$ cat config.mk
export PLATFORM = sky130hd
export DESIGN_NAME = wwdt_core
export DESIGN_NICKNAME = d
export VERILOG_FILES = /design/src/verilog/wwdt_pkg.sv /design/src/verilog/wwdt_core.sv /design/src/verilog/wwdt_tick_sync.sv
export SDC_FILE = /design/constraint.sdc
export NUM_CORES = 1
export LEC_CHECK = 0
export ABC_AREA = 1
export BUFFER_PORTS_ARGS = -buffer_cell sky130_fd_sc_hd__buf_4
export CAP_MARGIN = 20
export CORE_MARGIN = 2
export CORE_UTILIZATION = 35
export CTS_CLUSTER_SIZE = 30
export DETAILED_ROUTE_END_ITERATION = 7
export PLACE_DENSITY = 0.59
export SYNTH_ARGS = -nofsm -noshare
export SYNTH_HDL_FRONTEND = slang
export SYNTH_SLANG_ARGS = --single-unit
$ cat constraint.sdc
create_clock -name I_CLK -period 3.46 [get_ports I_CLK]
set_input_delay 1.038 -clock I_CLK [delete_from_list [all_inputs] [get_ports I_CLK]]
set_output_delay 1.038 -clock I_CLK [all_outputs]
set_load 0.05 [all_outputs]
$ cat src/verilog/wwdt_pkg.sv
// Package of register map, field positions and timing constants for the windowed watchdog.
//
// Contract
// - Report stopped when run-enable is zero, else normal or window, optional early warning.
// - Ignore protected setting writes while the watchdog runs.
// - Take protected control bits with a run-enable-1 write, never with run-enable-0; any write takes them while stopped, and window select while locked.
// - Load run, lock, window select and periods from nonvolatile values after power-on.
// - Writing 1 to run-enable starts, writing 0 stops the watchdog.
// - Refuse to stop while the persistent-run lock is set.
// - Normal mode resets the system when the period ends without a restart.
// - Key 0xA5 written to restart clears the counter and starts a fresh period.
// - Any other restart value resets the system at once.
// - Twelve timeout periods are selectable, about 8 ms to 16 s.
// - Early warning disabled by default; set register enables, clear register disables.
// - Normal mode raises early warning at the programmed delay.
// - Window mode resets on restart in the closed window, accepts it when open.
// - Closed period from window field, open from timeout field; total is their sum.
// - Window mode raises early warning when the open window begins.
// - Early warning sets its flag and acts as a wake-up source.
// - Interrupt asserts while flag and enable are set until either is removed.
// - All interrupt requests are ORed onto one request line.
// - Keep counting in sleep modes with the tick clock, except backup mode.
// - Run-enable, window select and lock writes cross into the tick domain first.
// - Restart register reads are synchronized before data returns.
// - The set lock keeps the watchdog running; only power-on reset clears it.
// - The counter runs from a separate slow tick clock of about 1 kHz.
// - Period codes 0x0 to 0xB give 8 times two to the code cycles.
// - Counting halts while the processor is halted in debug.
package wwdt_pkg;
  localparam logic [3:0] IDX_CTRL     = 4'h0;
  localparam logic [3:0] IDX_CONFIG   = 4'h1;
  localparam logic [3:0] IDX_EARLY_WARN_CONTROL   = 4'h2;
  localparam logic [3:0] IDX_IRQ_ENABLE_CLEAR_REG = 4'h4;
  localparam logic [3:0] IDX_IRQ_ENABLE_SET_REG = 4'h5;
  localparam logic [3:0] IDX_IRQ_FLAG_REG  = 4'h6;
  localparam logic [3:0] IDX_SYNCBUSY = 4'h8;
  localparam logic [3:0] IDX_CLEAR    = 4'hC;
  localparam int         CTRL_ENABLE  = 1;
  localparam int         CTRL_WEN     = 2;
  localparam int         CTRL_LOCK    = 7;
  localparam int         SB_ENABLE    = 1;
  localparam int         SB_WEN       = 2;
  localparam int         SB_LOCK      = 3;
  localparam int         EW_BIT       = 0;
  localparam logic [7:0] CLEAR_KEY    = 8'hA5;
  localparam logic [3:0] CODE_MAX     = 4'hB;
  localparam logic [16:0] PERIOD_BASE = 17'h00008;
  localparam logic [16:0] PERIOD_TOP  = 17'h04000;
  localparam logic [1:0] SYNC_RD_CYC  = 2'h3;
  localparam logic [1:0] BUS_CYC      = 2'h1;
endpackage

$ cat src/verilog/wwdt_core.sv
// Windowed watchdog top: Avalon-MM registers, tick-domain counter, early warning and system reset.
//
// Register access over Avalon-MM and the register offsets are this design's own decisions.
`timescale 1ns/1ps
module wwdt_core (
  input  wire logic        I_CLK,
  input  wire logic        I_SRST,
  input  wire logic        I_WDT_TICK_CLK,
  input  wire logic        I_DBG_HALT,
  input  wire logic        I_BACKUP_MODE,
  input  wire logic        I_NVM_ENABLE,
  input  wire logic        I_NVM_LOCK,
  input  wire logic        I_NVM_WEN,
  input  wire logic [3:0]  I_NVM_WINDOW,
  input  wire logic [3:0]  I_NVM_PER,
  input  wire logic [3:0]  I_NVM_EWOFF,
  input  wire logic [3:0]  I_AVS_ADDRESS,
  input  wire logic        I_AVS_READ,
  input  wire logic        I_AVS_WRITE,
  input  wire logic [31:0] I_AVS_WRITEDATA,
  input  wire logic [3:0]  I_AVS_BYTEENABLE,
  output logic [31:0]      O_AVS_READDATA,
  output logic             O_AVS_WAITREQUEST,
  output logic             O_IRQ,
  output logic             O_WAKE,
  output logic             O_SYS_RESET
);
  function automatic logic [16:0] period_cycles(input logic [3:0] code);
    if (code > wwdt_pkg::CODE_MAX) begin
      return wwdt_pkg::PERIOD_TOP;
    end
    return wwdt_pkg::PERIOD_BASE << code;
  endfunction

  logic        por_load;
  logic        ctrl_enable;
  logic        ctrl_wen;
  logic        lock;
  logic        en_eff;
  logic        wen_eff;
  logic        lock_eff;
  logic [3:1]  sync_busy;
  logic [3:0]  win_code;
  logic [3:0]  per_code;
  logic [3:0]  ew_code;
  logic        irq_en;
  logic        irq_flag;
  logic [7:0]  clear_val;
  logic [16:0] cnt;
  logic [1:0]  bus_cnt;
  logic        tick;

  wwdt_tick_sync u_tick (
    .i_clk      (I_CLK),
    .i_srst     (I_SRST),
    .i_tick_pin (I_WDT_TICK_CLK),
    .o_tick     (tick)
  );

  // Bus handshake: one wait cycle for every access, more for a restart read.
  wire        req       = I_AVS_READ | I_AVS_WRITE;
  wire        rd_clear  = I_AVS_READ & (I_AVS_ADDRESS == wwdt_pkg::IDX_CLEAR);
  wire [1:0]  need      = rd_clear ? wwdt_pkg::SYNC_RD_CYC : wwdt_pkg::BUS_CYC;
  wire        waiting   = req & (bus_cnt != need);
  wire        wr_done   = I_AVS_WRITE & ~waiting & I_AVS_BYTEENABLE[0];
  wire [7:0]  wd        = I_AVS_WRITEDATA[7:0];
  wire        wr_ctrl   = wr_done & (I_AVS_ADDRESS == wwdt_pkg::IDX_CTRL);
  wire        wr_cfg    = wr_done & (I_AVS_ADDRESS == wwdt_pkg::IDX_CONFIG);
  wire        wr_ewc    = wr_done & (I_AVS_ADDRESS == wwdt_pkg::IDX_EARLY_WARN_CONTROL);
  wire        wr_ienclr = wr_done & (I_AVS_ADDRESS == wwdt_pkg::IDX_IRQ_ENABLE_CLEAR_REG);
  wire        wr_ienset = wr_done & (I_AVS_ADDRESS == wwdt_pkg::IDX_IRQ_ENABLE_SET_REG);
  wire        wr_flag   = wr_done & (I_AVS_ADDRESS == wwdt_pkg::IDX_IRQ_FLAG_REG);
  wire        wr_clear  = wr_done & (I_AVS_ADDRESS == wwdt_pkg::IDX_CLEAR);

  // Software view of running decides enable protection.
  wire        running_sw = ctrl_enable | lock;
  wire        start_wr   = wd[wwdt_pkg::CTRL_ENABLE] & ~ctrl_enable;
  wire        prot_ok    = ~running_sw | (start_wr & ~lock);
  wire        next_enable = lock ? ctrl_enable : wd[wwdt_pkg::CTRL_ENABLE];
  wire        next_wen    = (prot_ok | lock) ? wd[wwdt_pkg::CTRL_WEN] : ctrl_wen;
  wire        next_lock   = lock | (prot_ok & wd[wwdt_pkg::CTRL_LOCK]);

  // Tick-domain view: the counter follows only synchronised control values.
  wire        running    = en_eff | lock_eff;
  wire        active     = running & ~I_DBG_HALT & ~I_BACKUP_MODE;
  wire [16:0] closed     = wen_eff ? period_cycles(win_code) : 17'h00000;
  wire [16:0] total      = closed + period_cycles(per_code);
  wire [16:0] ew_point   = wen_eff ? closed : period_cycles(ew_code);
  wire [16:0] next_cnt   = cnt + 17'h00001;
  wire        step       = tick & active;
  wire        timeout    = step & (next_cnt == total);
  wire        ew_hit     = step & (next_cnt == ew_point) & ~timeout;
  wire        in_closed  = wen_eff & (cnt < closed);
  wire        key_ok     = (wd == wwdt_pkg::CLEAR_KEY);
  wire        bad_clear  = wr_clear & running & (~key_ok | in_closed);
  wire        good_clear = wr_clear & running & key_ok & ~in_closed;

  wire [31:0] rd_mux =
    (I_AVS_ADDRESS == wwdt_pkg::IDX_CTRL)     ? {24'h000000, lock, 4'h0, ctrl_wen, ctrl_enable, 1'b0} :
    (I_AVS_ADDRESS == wwdt_pkg::IDX_CONFIG)   ? {24'h000000, win_code, per_code} :
    (I_AVS_ADDRESS == wwdt_pkg::IDX_EARLY_WARN_CONTROL)   ? {28'h0000000, ew_code} :
    (I_AVS_ADDRESS == wwdt_pkg::IDX_IRQ_ENABLE_CLEAR_REG) ? {31'h00000000, irq_en} :
    (I_AVS_ADDRESS == wwdt_pkg::IDX_IRQ_ENABLE_SET_REG) ? {31'h00000000, irq_en} :
    (I_AVS_ADDRESS == wwdt_pkg::IDX_IRQ_FLAG_REG)  ? {31'h00000000, irq_flag} :
    (I_AVS_ADDRESS == wwdt_pkg::IDX_SYNCBUSY) ? {28'h0000000, sync_busy, 1'b0} :
    (I_AVS_ADDRESS == wwdt_pkg::IDX_CLEAR)    ? {24'h000000, clear_val} :
    32'h00000000;

  assign O_AVS_WAITREQUEST = waiting;
  assign O_IRQ             = irq_flag & irq_en;
  assign O_WAKE            = irq_flag;

  always_ff @(posedge I_CLK) begin
    if (I_SRST) begin
      bus_cnt        <= 2'h0;
      O_AVS_READDATA <= 32'h00000000;
    end else begin
      bus_cnt        <= waiting ? bus_cnt + 2'h1 : 2'h0;
      O_AVS_READDATA <= I_AVS_READ ? rd_mux : 32'h00000000;
    end
  end

  // Power-on values are taken on the first edge after reset release.
  always_ff @(posedge I_CLK) begin
    if (I_SRST) begin
      por_load    <= 1'b1;
      ctrl_enable <= 1'b0;
      ctrl_wen    <= 1'b0;
      lock        <= 1'b0;
      win_code    <= 4'h0;
      per_code    <= 4'h0;
      ew_code     <= 4'h0;
    end else if (por_load) begin
      por_load    <= 1'b0;
      ctrl_enable <= I_NVM_ENABLE;
      ctrl_wen    <= I_NVM_WEN;
      lock        <= I_NVM_LOCK;
      win_code    <= I_NVM_WINDOW;
      per_code    <= I_NVM_PER;
      ew_code     <= I_NVM_EWOFF;
    end else begin
      if (wr_ctrl) begin
        ctrl_enable <= next_enable;
        ctrl_wen    <= next_wen;
        lock        <= next_lock;
      end
      if (wr_cfg & ~running_sw) begin
        win_code <= wd[7:4];
        per_code <= wd[3:0];
      end
      if (wr_ewc & ~running_sw) begin
        ew_code <= wd[3:0];
      end
    end
  end

  // Control bits reach the counter only on a tick; busy shows the pending crossing.
  always_ff @(posedge I_CLK) begin
    if (I_SRST) begin
      en_eff    <= 1'b0;
      wen_eff   <= 1'b0;
      lock_eff  <= 1'b0;
      sync_busy <= 3'h0;
    end else if (por_load) begin
      en_eff   <= I_NVM_ENABLE;
      wen_eff  <= I_NVM_WEN;
      lock_eff <= I_NVM_LOCK;
    end else begin
      if (tick) begin
        en_eff    <= ctrl_enable;
        wen_eff   <= ctrl_wen;
        lock_eff  <= lock;
        sync_busy <= 3'h0;
      end
      if (wr_ctrl) begin
        sync_busy <= 3'h7;
      end
    end
  end

  always_ff @(posedge I_CLK) begin
    if (I_SRST) begin
      cnt         <= 17'h00000;
      O_SYS_RESET <= 1'b0;
      clear_val   <= 8'h00;
    end else begin
      O_SYS_RESET <= timeout | bad_clear;
      if (wr_clear) begin
        clear_val <= wd;
      end
      if (~running | good_clear | timeout | bad_clear) begin
        cnt <= 17'h00000;
      end else if (step) begin
        cnt <= next_cnt;
      end
    end
  end

  always_ff @(posedge I_CLK) begin
    if (I_SRST) begin
      irq_en   <= 1'b0;
      irq_flag <= 1'b0;
    end else begin
      if (wr_ienset & wd[wwdt_pkg::EW_BIT]) begin
        irq_en <= 1'b1;
      end else if (wr_ienclr & wd[wwdt_pkg::EW_BIT]) begin
        irq_en <= 1'b0;
      end
      // A new warning in the clearing cycle wins over the clear.
      if (ew_hit) begin
        irq_flag <= 1'b1;
      end else if (wr_flag & wd[wwdt_pkg::EW_BIT]) begin
        irq_flag <= 1'b0;
      end
    end
  end
endmodule

$ cat src/verilog/wwdt_tick_sync.sv
// Tick clock pin synchroniser producing a one-cycle enable on each rising edge.
`timescale 1ns/1ps
module wwdt_tick_sync (
  input  wire logic i_clk,
  input  wire logic i_srst,
  input  wire logic i_tick_pin,
  output logic      o_tick
);
  logic s1;
  logic s2;
  logic s3;
  logic lvl;
  wire  agree = (s2 == s3);

  always_ff @(posedge i_clk) begin
    if (i_srst) begin
      s1  <= 1'b0;
      s2  <= 1'b0;
      s3  <= 1'b0;
      lvl <= 1'b0;
      o_tick <= 1'b0;
    end else begin
      s1 <= i_tick_pin;
      s2 <= s1;
      s3 <= s2;
      if (agree) begin
        lvl <= s3;
      end
      // A change counts only once the second and third stages agree.
      o_tick <= agree & s3 & ~lvl;
    end
  end
endmodule

==> results.txt, run 1 <==
M1 WL - 7.33 mm
Setup TNS Final - 0 ps
FF-to-FF path depth - 21
GRT Total Usage - 19.0%
clk root buf - clkbuf_16
synth warn - 0
via/cell ratio - 4.83
number of synthesized register bits - 63
Final Cycle Share - 90.9%
vias post-DR - 5493
CP bufs+invs - 4
peak supply drop - 206 uV
RSZ-0062 raised after global routing - false
H-Tree Depth - 3
Worst path slowest cell - fa_1
placed instance area - 5780 um2
synthesized area - 5300 um2
CTS Hold Bufs - 0
initial core utilization - 36.2%
maximum fanout along the worst path - 17
Die Y-Extent - 127 um
gpl congestion - 0.950
FF-to-FF setup slack - 310 ps
Die W - 127 um
CP Capture Type - flop
Slew Viols, Final - 0
# diodes - 0
CP top delay family - simple AND/OR/NAND/NOR gates
Distinct cells, synth - 41
FF-to-FF End - cnt[11]
# IOs - 98
design area - 6080 um2
antenna violations before repair - 0
TritonCTS clock tree - yes
most frequent cells in the layout - 248 x nand2_1, 130 x inv_1, 124 x nor2_1, 68 x nand3_1, 63 x dfxtp_1
min-delay src - u_tick.s1
Final setup viols - 0
WS Path Type - reg -> reg
crit-path cells - inv_1 > nor2_1 > nand3_1 > inv_1 > ha_1 > inv_1 > fa_1 > inv_1 > nand3_1 > nand2_1 > nand2_1 > nand2_1 > nand2_1 > nand2_1 > nor2_1 > nor2_1 > nand3_1 > nor2_1 > nand4_2 > nand3_4 > nor2_1
WHS Path Cells - 2
CP required - 3680 ps
vias in the first global route - 4965
Clock Latency Late Sink - 340 ps
Max Fclk - 0.318 GHz
clk buf depth - 2
Slew headroom - 52.8%
clock sinks - 63
register area share after synthesis - 23.8%
WHS Endpoint - u_tick.s2
hpwl dp - 12.5 mm
Final Hold Viols - 0
highest routed metal layer - met4
TritonCTS buffer count - 9
pre-CTS WS - 291 ps
DRC - 0
die outline area - 16100 um2
startpoint types - flop
met2 wire length - 7.08 mm
FF-to-FF Start - wen_eff
Power Density - 332 nW/um2
CTS clock-pin slew for the worst setup and hold paths - 50 ps
Net count, final - 1043
first-pass GRT wire length - 24.4 mm
CP arrival - 3360 ps
CTS resizes - 0
final wirelength - 15.3 mm
global route total overflow - 0
Fin Clk Skew - 8.56 ps
Avg WL per Cell - 13.5 um
Max Cap Viol - 0
largest net degree at the start of global routing - 24
Area Overhead vs Synth - 14.8%
Final Util - 41.5%
min-delay worst type - reg -> reg
core area - 14600 um2
Rows - 44
worst slew pin tran - 706 ps
DRT Pass-1 Iters - 5
critical path's largest stage delay - 400 ps
Post-Syn Instances - 896
total setup buffers inserted after CTS - 0
Iteration-0 DRC Markers - 318
met3 WL - 635 um
cell leakage power - 0.00304 uW
Post-DRT Antenna Nets - 0
status - complete, no violations
port buffer count - 46
crit path time final - 3150 ps
most common cell after layout, fill and taps aside - nand2_1
Syn Area/Cell - 5.91 um2
share of cells above drive strength 1 - 9.65%
post-route worst setup slack - 315 ps
-- metrics by stage --
stage	cells	total power, uW	hold WS (ps)
floorplan	922	1020	388
global placement	1123	1090	396
detailed placement	1123	1090	406
CTS	1137	2040	413
global route	1137	2100	418
finish	1137	2020	412
-- tightest hold or removal path, delay by kind of cell (launching register included) --
family | cells | cell delay (ps)
buffers and inverters | 1 | 40
DFF | 1 | 300
and+or+nand+nor | 1 | 30
-- cells by family (layout without fill, tap and decap cells) --
group | count (synthesis) | in the layout | synth area share, %
flops | 63 | 63 | 23.8
fa+ha+maj | 31 | 31 | 7.46
mux | 1 | 1 | 0.189
compound gates | 128 | 128 | 13.1
simple gates | 489 | 489 | 39.3
other cells | 2 | 28 | 0.142
buf+inv | 170 | 201 | 14.0
xor+xnor | 12 | 12 | 1.98
-- synthesized netlist by cell type --
cell type	count	share of area, %
o21bai_1	2	0.28
a31oi_1	8	0.94
o21ai_2	2	0.33
nand4_1	12	1.4
conb_1	2	0.14
fa_1	1	0.38
mux2i_1	1	0.19
nor4_1	2	0.24
o2111ai_1	1	0.17
nand2_1	248	18
a22oi_1	1	0.14
nand3b_1	6	0.85
a211o_1	1	0.17
o22ai_1	1	0.12
nand3_4	1	0.33
buf_4	25	3.5
nor3_1	8	0.76
a21oi_1	53	5.0
inv_2	3	0.21
a211oi_1	2	0.28
o211ai_1	2	0.28
inv_1	130	9.2
buf_1	1	0.071
nor2_2	6	0.71
nor2_4	4	0.85
o21ai_0	52	4.9
nor2_1	124	8.8
nand2_2	4	0.47
o221ai_1	2	0.33
clkbuf_1	8	0.57
buf_6	1	0.21
xor2_1	6	0.99
clkinv_1	2	0.14
dfxtp_1	63	24
xnor2_1	6	0.99
or2_2	4	0.47
ha_1	30	7.1
nand4_2	1	0.24
nand2_4	1	0.21
a2bb2oi_1	1	0.17
nand3_1	68	6.4
-- worst max path at each step --
stage	startpoint	to	slack, ps	cells past startpoint
floorplan	I_AVS_ADDRESS[1]	O_AVS_WAITREQUEST	470	7
global placement	wen_eff	cnt[16]	330	21
detailed placement	wen_eff	cnt[11]	290	21
CTS	wen_eff	cnt[11]	280	21
global route	wen_eff	cnt[8]	4	22
finish	wen_eff	cnt[11]	310	21
-- per-layer routing --
metal	global-route usage, %	up-vias
li1	-	2914
met1	25.8	2422
met2	31.6	137
met3	2.30	20
met4	6.33	0
met5	0	-
-- cell type report --
cell class	instances	area, um2
Timing Repair Buffer	52	390
Clock buffer	9	225
Fill cell	1629	8560
Multi-Input combinational cell	689	3390
Sequential cell	63	1260
Clock inverter	5	75.1
Inverter	135	507
Tap cell	184	230
-- sequential cells by signal, summed over array words and instances, names as in the netlist, 2 cells and up --
register / cells
per_code: 4
ew_code: 4
win_code: 4
cnt: 17
clear_val: 8
bus_cnt: 2
O_AVS_READDATA: 8
-- report_power, final --
| group | internal, uW | switching (uW) | total (uW) |
|---|---|---|---|
| Clock | 618 | 322 | 940 |
| Combinational | 95.1 | 217 | 312 |
| Sequential | 746 | 23.9 | 770 |
| Total | 1460 | 562 | 2020 |
No activity file was read; power rests on OpenSTA's default activity.
==> run 2, diff against run 1 <==
Settings changed: ABC_AREA 1 to unset, CTS_BUF_LIST set to sky130_fd_sc_hd__clkbuf_2 sky130_fd_sc_hd__clkbuf_4 sky130_fd_sc_hd__clkbuf_8, PLACE_DENSITY 0.59 to 0.6.
==> run 2 against run 1 <==
Synthesized cell count shrank 28%. Sequential share of layout area fell by 0.14 points. Sequential power barely moved. Fmax is 6.3% lower. Clock power shrank 11%. Via count is 16% lower. Total power shrank 4.9%. Combinational power grew 2%. Register-to-register slack worse by 210 ps. Setup slack got worse by 210 ps. Final cell count decreased by 22%. Clock-buffer cell count stayed put. Largest cell class unchanged.
==> results.txt, run 2 <==
DRT Pass-1 Iters - 5 (unchanged)
first-pass GRT wire length - 23.3 mm (-4.5%)
most common cell after layout, fill and taps aside - buf_4
port buffer count - 46 (unchanged)
# diodes - 0 (unchanged)
Max Cap Viol - 0 (unchanged)
Final Hold Viols - 0 (unchanged)
maximum fanout along the worst path - 8 (-9)
Register Area - 1270 um2 (+0.40%)
crit-path cells - nor4_4 > ha_2 > inv_1 > fa_2 > xnor3_1 > nor2_2 > nand3_1 > a2111oi_4 > nand4b_4 > nor4b_4 > buf_4 > clkbuf_16 > nor2_2
TritonCTS clock tree - yes
min-delay worst type - reg -> reg
Setup TNS Final - 0 ps (unchanged)
CP required - 3730 ps (+50 ps)
clk root buf - clkbuf_8
sequential share of power - 40.1% (+2.0 points)
pre-CTS WS - -152 ps (-444 ps)
Final setup viols - 0 (unchanged)
Net count, final - 789 (-24%)
synthesized area - 5210 um2 (-1.7%)
TritonCTS buffer count - 9 (unchanged)
Worst path slowest cell - fa_2
Post-synth top cells - 65 x nand2_1, 63 x dfxtp_1, 56 x nor2_1
placed instance area - 5740 um2 (-0.78%)
Power Density - 313 nW/um2 (-5.9%)
Distinct cells, synth - 76 (+85%)
largest net degree at the start of global routing - 28 (+17%)
Final Cycle Share - 97.0% (+6.1 points)
largest area contributor in the netlist - dfxtp_1
via/cell ratio - 5.24 (+8.4%)
Slew headroom - 28.9% (-24 points)
number of synthesized register bits - 63 (unchanged)
Async SR Flop Fraction - 0% (unchanged)
final wirelength - 14.6 mm (-4.5%)
max reg flops - 17 (unchanged)
GRT Total Usage - 18.4% (-0.68 points)
Synth top area share - 24.2% (+0.40 points)
H-Tree Depth - 3 (unchanged)
design area - 6150 um2 (+1.1%)
cell leakage power - 0.00267 uW (-12%)
top post-synthesis cells by area - dfxtp_1 24%, xnor2_1 8.2%, ha_1 7.2%, nand2_1 4.7%, a21oi_1 4.4%
number of flops mapped to enable cells by yosys - 0 (unchanged)
sw power - 565 uW (+0.49%)
Area Overhead vs Synth - 18.0%
most frequent cells in the layout - 72 x buf_4, 64 x nand2_1, 59 x dfxtp_1, 54 x nor2_1, 47 x xnor2_1
die outline area - 15900 um2 (-1.6%)
core area - 14500 um2 (-0.75%)
Largest Register - cnt
Rows - 44 (unchanged)
switching share of power - 29.4% (+1.6 points)
clock sinks - 63 (unchanged)
Post-Syn Instances - 642 (-28%)
Avg WL per Cell - 16.6 um (+23%)
status - complete, no violations
multi-input logic area - 3720 um2 (+9.7%)
Int Power - 1360 uW (-7.0%)
share of cells above drive strength 1 - 22.8% (+13 points)
initial core utilization - 35.8% (-0.33 points)
clock power share - 43.3% (-3.2 points)
startpoint types - flop
Fin Clk Skew - 10.2 ps (+1.65 ps)
vias in the first global route - 4435 (-11%)
CP Capture Type - flop
ys flop type - dfxtp_1
CP dominant cell by count - nor2_2
gpl congestion - 0.918 (-3.3%)
clk buf depth - 2 (unchanged)
CP bufs+invs - 3 (-1)
Die Y-Extent - 126 um (-0.81%)
Syn Area/Cell - 8.12 um2 (+37%)
Slew Viols, Final - 0 (unchanged)
worst slew pin tran - 1060 ps (+358 ps)
CTS clock-pin slew for the worst setup and hold paths - 80 ps (+30 ps)
vias post-DR - 4635 (-16%)
CP top delay family - simple AND/OR/NAND/NOR gates
Max Fclk - 0.298 GHz (-6.3%)
crit path time final - 3350 ps (+210 ps)
Clock Latency Late Sink - 370 ps (+30 ps)
Fillers - 1471 (-9.7%)
most numerous cell in the Yosys netlist - nand2_1
antenna violations before repair - 0 (unchanged)
combinational group share of total power - 16.6% (+1.2 points)
largest registers - cnt: 17 flops, O_AVS_READDATA: 8 flops, clear_val: 8 flops
Post-DRT Antenna Nets - 0 (unchanged)
Iteration-0 DRC Markers - 304 (-4.4%)
hpwl dp - 11.4 mm (-9.2%)
peak supply drop - 187 uV (-9.6%)
# IOs - 98 (unchanged)
CP arrival - 3620 ps (+260 ps)
register area share after synthesis - 24.2% (+0.40 points)
Die W - 126 um (-0.81%)
post-route worst setup slack - 105 ps (-210 ps)
global route total overflow - 0 (unchanged)
critical path's largest stage delay - 550 ps (+150 ps)
DRC - 0 (unchanged)
WS Path Type - reg -> reg
synth warn - 0 (unchanged)
==> run 2: power by group through the flow <==
stage	combinational, uW	clock, uW	sequential (uW)
after floorplan	237	0	772
after global placement	300	0	782
after detailed placement	302	0	782
after CTS	306	852	767
after global routing	341	881	773
final	319	833	770
==> run 2: through the flow <==
step,std cells,total power [uW],util [%],hold slack [ps]
after floorplan,668,1010,-,398
final,885,1920,42.3,420
after detailed placement,865,1080,39.5,411
after CTS,881,1920,41.3,419
after global placement,865,1080,39.5,407
after global routing,885,2000,42.3,442
==> run 2: worst register-to-register path, stage by stage, from the launching register on <==
cell and delay, ps:
dfxtp_2 360, nor4_4 350, ha_2 250, inv_1 50, fa_2 550, xnor3_1 310, nor2_2 140, nand3_1 150
a2111oi_4 300, nand4b_4 160, nor4b_4 230, buf_4 190, clkbuf_16 170, nor2_2 40
==> run 2: area by class of cell <==
cell class	instances	area share, %
clock buffer	9	2.01
clock inverter	7	2.08
inverter	24	1.47
timing repair buffer	74	9.52
multi-input combinational	524	60.6
tap	184	3.74
sequential	63	20.6
==> run 2: logic make-up after synthesis <==
logic type	synth area share (%)
flops	24.2
xor+xnor	12.7
fa+ha+maj	7.59
compound gates	14.4
simple gates	25.9
other cells	0.144
buf+inv	8.38
mux	6.75
==> run 2: per-layer routing <==
layer	routed length [um]	share of wire (%)	track usage, %	vias to the layer above
li1	-	-	-	2294
met1	6930	47	25.5	2187
met2	6620	45	28.7	134
met3	809	5.5	3.31	20
met4	286	2.0	6.33	0
met5	0	0	0	-
==> run 2: timing repair <==
item | CTS | global route
setup buffers | 0 | 3
endpoints found under the setup margin | 18 | 18
hold buffers | 0 | 0
endpoints found under the hold margin | 0 | 0
pin swaps | 0 | 3
cloned | 0 | 1
gates resized for setup | 2 | 24
==> run 2: final timing paths <==
path                                  start  cells after the start  slack [ps]             to
worst max register to register  per_code[0]                     13         110        cnt[14]
worst min register to register   u_tick.lvl                      1         420  u_tick.o_tick
worst min-delay path             u_tick.lvl                      1         420  u_tick.o_tick
worst max-delay path            per_code[0]                     13         110        cnt[14]
